**config.mk**
```make
export PLATFORM = sky130hd
export DESIGN_NAME = rcc_regs
export DESIGN_NICKNAME = d
export VERILOG_FILES = /design/src/rcc_pkg.sv /design/src/rcc_flush_pulse.sv /design/src/rcc_regs.sv
export SDC_FILE = /design/constraint.sdc
export NUM_CORES = 1
export LEC_CHECK = 0
export ABC_CLOCK_PERIOD_IN_PS = 1900
export BUFFER_PORTS_ARGS = -buffer_cell sky130_fd_sc_hd__buf_4
export CAP_MARGIN = 5
export CORE_UTILIZATION = 38
export CTS_CLUSTER_DIAMETER = 50
export DETAILED_ROUTE_END_ITERATION = 10
export PLACE_DENSITY = 0.85
export REMOVE_ABC_BUFFERS = 1
export SLEW_MARGIN = 20
export SYNTH_ARGS = -nofsm -noshare
export SYNTH_HDL_FRONTEND = slang
export SYNTH_HIERARCHICAL = 1
export SYNTH_SLANG_ARGS = --single-unit
```
**constraint.sdc**
```tcl
create_clock -name hclk -period 1.9 [get_ports hclk]
set_clock_uncertainty 0.05 [all_clocks]
set_input_delay 0.19 -clock hclk [delete_from_list [all_inputs] [get_ports hclk]]
set_output_delay 0.19 -clock hclk [all_outputs]
set_load 0.02 [all_outputs]
```
**src/rcc_pkg.sv**
```systemverilog
// Package of register map, field positions and reset values for the ROM cache control block
package rcc_pkg;

    // ------------------------------------------------------------
    // Register byte addresses
    // ------------------------------------------------------------
    localparam logic [31:0] RCC_CTRL_ADDR = 32'hFFFC1400; // First control register
    localparam logic [31:0] RCC_CTRL_TWO_ADDR = 32'hFFFC1408; // Second control register

    // ------------------------------------------------------------
    // Reset values
    // ------------------------------------------------------------
    localparam logic [31:0] RCC_CTRL_RESET = 32'h00000001;
    localparam logic [31:0] RCC_CTRL_TWO_RESET = 32'h000000F5;

    // ------------------------------------------------------------
    // Field positions, first control register
    // ------------------------------------------------------------
    localparam int RCC_GLOBAL_EN_BIT = 0;
    localparam int RCC_FLUSH_DATA_BIT = 1;
    localparam int RCC_FLUSH_INSTR_BIT = 2;
    localparam int RCC_FLUSH_ALL_BIT = 3;

    // ------------------------------------------------------------
    // Field positions, second control register
    // ------------------------------------------------------------
    localparam int RCC_DATA_EN_BIT = 0;
    localparam int RCC_MISS_EN_BIT = 2;
    localparam int RCC_PREF_EN_BIT = 4;
    localparam int RCC_SEQ_EN_BIT = 5;
    localparam int RCC_UNCOND_EN_BIT = 6;
    localparam int RCC_COND_EN_BIT = 7;

    // Writable bits of the second register; everything else reads zero
    localparam logic [7:0] RCC_CTRL_TWO_MASK = 8'hF5;

    // ------------------------------------------------------------
    // Bus encodings
    // ------------------------------------------------------------
    localparam logic [1:0] RCC_HTRANS_NONSEQ = 2'h2;
    localparam logic [1:0] RCC_HTRANS_SEQ = 2'h3;
    localparam logic [2:0] RCC_HSIZE_WORD = 3'h2;

endpackage : rcc_pkg

```
**src/rcc_flush_pulse.sv**
```systemverilog
// Flush pulse encoder turning written flush bits into per-cache invalidate strobes
`timescale 1ns/1ps

module rcc_flush_pulse
    import rcc_pkg::*;
(
    // Clock and reset
    input wire logic hclk,
    input wire logic hresetn,
    // Accepted write of the first control register
    input wire logic wr_en,
    input wire logic [3:0] wr_bits,
    // Registered invalidate strobes
    output logic flush_data,
    output logic flush_instr
);

    // ------------------------------------------------------------
    // State
    // ------------------------------------------------------------
    typedef struct packed {
        logic data;  // Data cache strobe
        logic instr; // Both instruction caches strobe
    } rcc_flush_type;

    rcc_flush_type state_reg;
    rcc_flush_type state_next;

    // Union of selected caches taken in the one write
    always_comb begin
        state_next = '0;
        if (wr_en) begin
            state_next.data = wr_bits[RCC_FLUSH_ALL_BIT] | wr_bits[RCC_FLUSH_DATA_BIT];
            state_next.instr = wr_bits[RCC_FLUSH_ALL_BIT] | wr_bits[RCC_FLUSH_INSTR_BIT];
        end
    end

    // One-cycle strobes, idle after reset
    always_ff @(posedge hclk or negedge hresetn) begin
        if (!hresetn) begin
            state_reg <= '0;
        end else begin
            state_reg <= state_next;
        end
    end

    assign flush_data = state_reg.data;
    assign flush_instr = state_reg.instr;

endmodule : rcc_flush_pulse

```
**src/rcc_regs.sv**
```systemverilog
// AHB-Lite register block controlling the ROM cache enables, prefetch policy and flushes
//
// Functional notes
// - Registers accept only 32-bit word accesses
// - Global flush invalidates all three caches
// - Instruction flush invalidates prefetch and miss caches
// - Data flush invalidates only data cache
// - Flush bits always read back zero
// - Global enable, resets to one
// - Miss and data cache enables, reset one
// - Prefetch cache enable, resets to one
// - Conditional branch prefetch enable, resets one
// - Unconditional branch prefetch enable, resets one
// - Sequential prefetch enable, resets to one
// - Reserved bits read zero, writes ignored
// - Line valid only while flag set
// - Data lookup needs global and data enables
`timescale 1ns/1ps

module rcc_regs
    import rcc_pkg::*;
(
    // Clock and reset
    input wire logic hclk,
    input wire logic hresetn,
    // Standby entry, restores defaults like reset
    input wire logic standby,
    // AHB-Lite slave
    input wire logic hsel,
    input wire logic [31:0] haddr,
    input wire logic [1:0] htrans,
    input wire logic hwrite,
    input wire logic [2:0] hsize,
    input wire logic [31:0] hwdata,
    input wire logic hready,
    output logic [31:0] hrdata,
    output logic hreadyout,
    output logic hresp,
    // Cache enable controls
    output logic global_cache_enable,
    output logic data_cache_enable,
    output logic miss_cache_enable,
    output logic prefetch_cache_enable,
    // Prefetch policy controls
    output logic cond_branch_prefetch_enable,
    output logic uncond_branch_prefetch_enable,
    output logic sequential_prefetch_enable,
    // Qualified lookup enables
    output logic data_lookup_enable,
    output logic instr_lookup_enable,
    // Valid flag clear strobes, one cycle each
    output logic data_valid_clear,
    output logic prefetch_valid_clear,
    output logic miss_valid_clear
);

    // ------------------------------------------------------------
    // Address decode helper
    // ------------------------------------------------------------

    // Register select: 0 none, 1 first, 2 second
    function automatic logic [1:0] reg_sel(input logic [31:0] addr);
        if (addr == RCC_CTRL_ADDR) begin
            reg_sel = 2'h1;
        end else if (addr == RCC_CTRL_TWO_ADDR) begin
            reg_sel = 2'h2;
        end else begin
            reg_sel = 2'h0;
        end
    endfunction : reg_sel

    // ------------------------------------------------------------
    // State
    // ------------------------------------------------------------
    typedef struct packed {
        logic global_en;   // Global cache enable
        logic [7:0] two;   // Second register contents
        logic wr_pend;     // Write data phase pending
        logic [1:0] wr_sel; // Register latched in the address phase
        logic [31:0] rdata; // Read data for the data phase
        logic data_look;   // Registered data lookup enable
        logic instr_look;  // Registered instruction lookup enable
    } rcc_state_type;

    rcc_state_type state_reg;
    rcc_state_type state_next;

    // Reset image of the whole state
    localparam rcc_state_type RCC_STATE_RESET = '{
        global_en: RCC_CTRL_RESET[RCC_GLOBAL_EN_BIT],
        two: RCC_CTRL_TWO_RESET[7:0],
        wr_pend: 1'b0,
        wr_sel: 2'h0,
        rdata: 32'h00000000,
        data_look: 1'b1,
        instr_look: 1'b1
    };

    // Address phase qualifier; SEQ counted too although masters here issue NONSEQ only
    logic addr_valid;
    // Accepted word write to the first register, for the flush encoder
    logic ctrl_wr;
    // Flush strobes from the encoder
    logic flush_data;
    logic flush_instr;

    assign addr_valid = hsel && hready && (htrans == RCC_HTRANS_NONSEQ || htrans == RCC_HTRANS_SEQ);
    assign ctrl_wr = state_reg.wr_pend && state_reg.wr_sel == 2'h1;

    // ------------------------------------------------------------
    // Next state
    // ------------------------------------------------------------

    // Bus decode, register writes and read data
    always_comb begin
        state_next = state_reg;
        state_next.wr_pend = 1'b0;
        // Data phase of a write: commit into the selected register
        if (state_reg.wr_pend) begin
            unique case (state_reg.wr_sel)
                2'h1: begin
                    state_next.global_en = hwdata[RCC_GLOBAL_EN_BIT];
                end
                2'h2: begin
                    state_next.two = hwdata[7:0] & RCC_CTRL_TWO_MASK;
                end
                default: begin
                    // Unmapped address: write dropped
                end
            endcase
        end
        // Address phase: only whole words are honoured
        if (addr_valid) begin
            if (hsize == RCC_HSIZE_WORD) begin
                state_next.wr_pend = hwrite;
                state_next.wr_sel = reg_sel(haddr);
                // Read data prepared now so it stands in the data phase
                if (!hwrite) begin
                    unique case (reg_sel(haddr))
                        2'h1: begin
                            // Flush bits read as zero, reserved bits too
                            state_next.rdata = {31'h00000000, state_reg.global_en};
                        end
                        2'h2: begin
                            state_next.rdata = {24'h000000, state_reg.two};
                        end
                        default: begin
                            state_next.rdata = 32'h00000000;
                        end
                    endcase
                end else begin
                    state_next.rdata = 32'h00000000;
                end
            end else begin
                // Narrow access: ignored, reads zero
                state_next.wr_pend = 1'b0;
                state_next.wr_sel = 2'h0;
                state_next.rdata = 32'h00000000;
            end
        end
        // Lookup gating follows the enables as they will stand next cycle
        state_next.data_look = state_next.global_en & state_next.two[RCC_DATA_EN_BIT];
        state_next.instr_look = state_next.global_en
            & (state_next.two[RCC_PREF_EN_BIT] | state_next.two[RCC_MISS_EN_BIT]);
        // Standby restores defaults; bus is idle in standby
        if (standby) begin
            state_next = RCC_STATE_RESET;
        end
    end

    // ------------------------------------------------------------
    // Registers
    // ------------------------------------------------------------

    // Single state register, defaults under reset
    always_ff @(posedge hclk or negedge hresetn) begin
        if (!hresetn) begin
            state_reg <= RCC_STATE_RESET;
        end else begin
            state_reg <= state_next;
        end
    end

    // Flush encoder, strobes one cycle after the data phase
    rcc_flush_pulse u_flush (
        .hclk(hclk),
        .hresetn(hresetn),
        .wr_en(ctrl_wr),
        .wr_bits(hwdata[3:0]),
        .flush_data(flush_data),
        .flush_instr(flush_instr)
    );

    // ------------------------------------------------------------
    // Outputs
    // ------------------------------------------------------------

    // Zero wait states, always OKAY
    assign hreadyout = 1'b1;
    assign hresp = 1'b0;
    assign hrdata = state_reg.rdata;

    // Enables straight from the register bits
    assign global_cache_enable = state_reg.global_en;
    assign data_cache_enable = state_reg.two[RCC_DATA_EN_BIT];
    assign miss_cache_enable = state_reg.two[RCC_MISS_EN_BIT];
    assign prefetch_cache_enable = state_reg.two[RCC_PREF_EN_BIT];
    assign cond_branch_prefetch_enable = state_reg.two[RCC_COND_EN_BIT];
    assign uncond_branch_prefetch_enable = state_reg.two[RCC_UNCOND_EN_BIT];
    assign sequential_prefetch_enable = state_reg.two[RCC_SEQ_EN_BIT];
    assign data_lookup_enable = state_reg.data_look;
    assign instr_lookup_enable = state_reg.instr_look;

    // Strobes drive the valid flags of the arrays to zero
    assign data_valid_clear = flush_data;
    assign prefetch_valid_clear = flush_instr;
    assign miss_valid_clear = flush_instr;

endmodule : rcc_regs

```
==> metrics.md <==
| Metric | Value |
|---|---|
| Outcome | finished clean |
| Clock root buffer master | clkbuf_4 |
| Share of total power in combinational logic | 0.188 |
| Main synth FF type | dfrtp_1 |
| Clock buffer depth | 2 |
| Power per Cell Area | 495 mW/mm^2 |
| Clock sinks | 21 |
| Crit Path Class | flop to flop |
| CTS Buf Count | 3 |
| Final hold vios | 0 |
| Post-CTS Setup Bufs | 0 |
| Count of pins over their slew limit | 0 |
| Final ANT Viol Nets | 0 |
| Layout Utilization | 0.567 |
| Crit path to | instr_lookup_enable |
| Reg-to-Reg End | instr_lookup_enable |
| Worst setup SP type | flop |
| Pre-CTS WS | 0.241 ns |
| Async set-reset flop share out of synthesis | 1.00 |
| Initial antenna violation count | 0 |
| VDD IR max | 0.234 mV |
| Die area | 0.00338 sq mm |
| Yosys cell types | 28 |
| Total Wirelength | 2.46 mm |
| Syn Std Cell Area | 0.00120 sq mm |
| Total core area | 0.00288 sq mm |
| Period utilization | 0.720 |
| Syn Inst Count | 116 |
| WP data arrival | 1.52 ns |
| Fill cell count | 263 |
| WL/cell | 11.1 um |
| Layout area overhead | 36.3% |
| Largest net degree at the start of global routing | 22 |
| Min-delay worst type | primary input to flop |
| Final GP Congestion | 0.768 |
| Fmax | 731 MHz |
| Post-synth top area share | 0.251 |
| Post-layout minimum cycle time | 1.37 ns |
| CTS tree | done |
| Sw Ratio | 0.256 |
| Clk pwr share | 0.257 |
| Setup ws final | 0.533 ns |
| Vias in the first global route | 852 |
| Dpl hpwl | 2.08 mm |
| Post-DR vias/cell | 4.51 |
| RSZ-0062 raised after global routing | false |
| Die Ht | 58.1 um |
| Horiz. Die Dim | 58.1 um |
| Yosys top cell by area | dfrtp_1 |
| CTS clk-pin slew, worst paths | 0.11 ns |
| Synth warnings | 6 |
| Internal | 0.600 mW |
| Endpoints failing setup | 0 |
| Synth area leaders | dfrtp_1 25%, buf_4 22%, dfstp_2 20% |
| Post-route total power | 0.806 mW |
| Total GRT Usage | 0.137 |
| Cell area after layout | 0.00163 sq mm |
| Reg2Reg Depth | 4 |
| Critical-path top delay cell | dfrtp_1 |
| Placement-stage cell area | 0.00159 sq mm |
| Final setup TNS | 0 ns |
| Synth Area per Inst | 10.3 sq um |
| Vias | 996 |
| Flops & latches, synth | 21 |
| Critical Path Max Stage Delay | 0.39 ns |
| Max-Cap Viols | 0 |
| Reg-to-reg setup timing slack | 0.53 ns |
| IO Pins | 121 |
| Final #Nets | 255 |
| Psw | 0.206 mW |
| Req. time, crit path | 2.06 ns |
| Sequential share of the synthesized area | 0.449 |
| Crit-path cells | nand2_1 -> nor2_1 -> mux2i_1 -> a41oi_1 |
| CP Capture Type | flop |
| Antenna cell count | 0 |
| Most frequent cells after synthesis | 35 x buf_4, 12 x dfrtp_1, 11 x nand2_1 |
| Drt initial violations | 18 |
| Max reg flops | 7 |
| DRT Pass-1 Iters | 4 |
| Crit path max fanout | 6 |
| Post-route DRC | 0 |
| Resize count post-CTS | 0 |
| H-Tree Depth | 1 |
| Fraction of layout instances using a drive strength above 1 | 0.480 |
| Leak | 0.844 nW |
| Clk_lat worst skew | 0.30 ns |
| RR Startpoint | state_reg[35] |
| Initial Utilization | 0.416 |
| Global route total overflow | 0 |
| Critical path origin | state_reg[35] |
| Sequential share of power | 0.556 |
| First-pass GRT wire length | 3.59 mm |
| # port buffers | 69 |
| Row count | 19 |
| EDFF count, synth | 0 |
| Most numerous cell in the Yosys netlist | buf_4 |
-- logic make-up after synthesis --
kind of cell	share of synthesized area
AOI/OAI and AO/OA	0.100
buffers and inverters	0.232
DFF	0.449
muxes	0.0262
other	0.00628
and+or+nand+nor	0.186
-- metrics by stage --
stage               hold WS [ns]  std cells
detailed placement        0.0321        216
CTS                       0.0410        221
finish                    0.0501        221
global route              0.0395        221
floorplan                 -0.156        105
global placement          0.0295        216
-- routing by layer --
metal	vias to the layer above	routed length (um)	track usage
met2	68	1290	0.240
met3	0	256	0.0335
li1	473	-	-
met1	455	915	0.166
met5	-	0	0
met4	0	0	0.0408
-- power groups by stage --
| stage | Sequential [mW] | Combinational [mW] | Clock (mW) |
|---|---|---|---|
| 3_5_place_dp | 0.456 | 0.150 | 0 |
| 5_1_grt | 0.448 | 0.163 | 0.227 |
| 6_report | 0.448 | 0.151 | 0.207 |
| 2_1_floorplan | 0.456 | 0.0580 | 0 |
| 3_3_place_gp | 0.456 | 0.148 | 0 |
| 4_1_cts | 0.448 | 0.152 | 0.215 |
-- cell usage in the layout, fill, tap and decap left out, types with 3 or more instances in the layout --
cell type and n:
inv_1 4, dfstp_2 9, nor2_1 4, clkbuf_4 3
buf_4 69, conb_1 26, dfrtp_1 12, nand2_1 11
a22o_1 7, nand4_1 3, nand3_1 5
-- repair_timing --
item                                   in CTS  in global routing
endpoints found under the hold margin      21                  0
hold buffers                                1                  0
setup endpoints to repair                   0                  0
-- layout make-up --
class                   instances  area, sq um  share of cell area
well taps                      42         52.6              0.0322
inverters                       4         15.0             0.00921
flip-flops and latches         21          537               0.329
clock buffers                   4         26.3              0.0161
multi-input cells              80          472               0.289
repair buffers                 70          528               0.324
-- how the worst min path moves through the flow --
stage | slack [ns] | from | to | cells after the start
after global routing | 0.04 | hwdata[3] | u_flush/flush_data | 2
after floorplan | -0.16 | hresetn | hrdata[0] | 0
after CTS | 0.04 | hwdata[1] | u_flush/flush_data | 2
after global placement | 0.03 | hresetn | hrdata[4] | 1
after detailed placement | 0.03 | hresetn | hrdata[6] | 1
final | 0.05 | hwdata[1] | u_flush/flush_data | 2
-- critical path, delay by kind of cell (launching register included) --
kind	cells	cell delay [ns]
AO/OA/AOI/OAI	1	0.15
flip-flops	1	0.39
multiplexers	1	0.28
AND/OR/NAND/NOR	2	0.41
(Power assumes the default switching activity.)
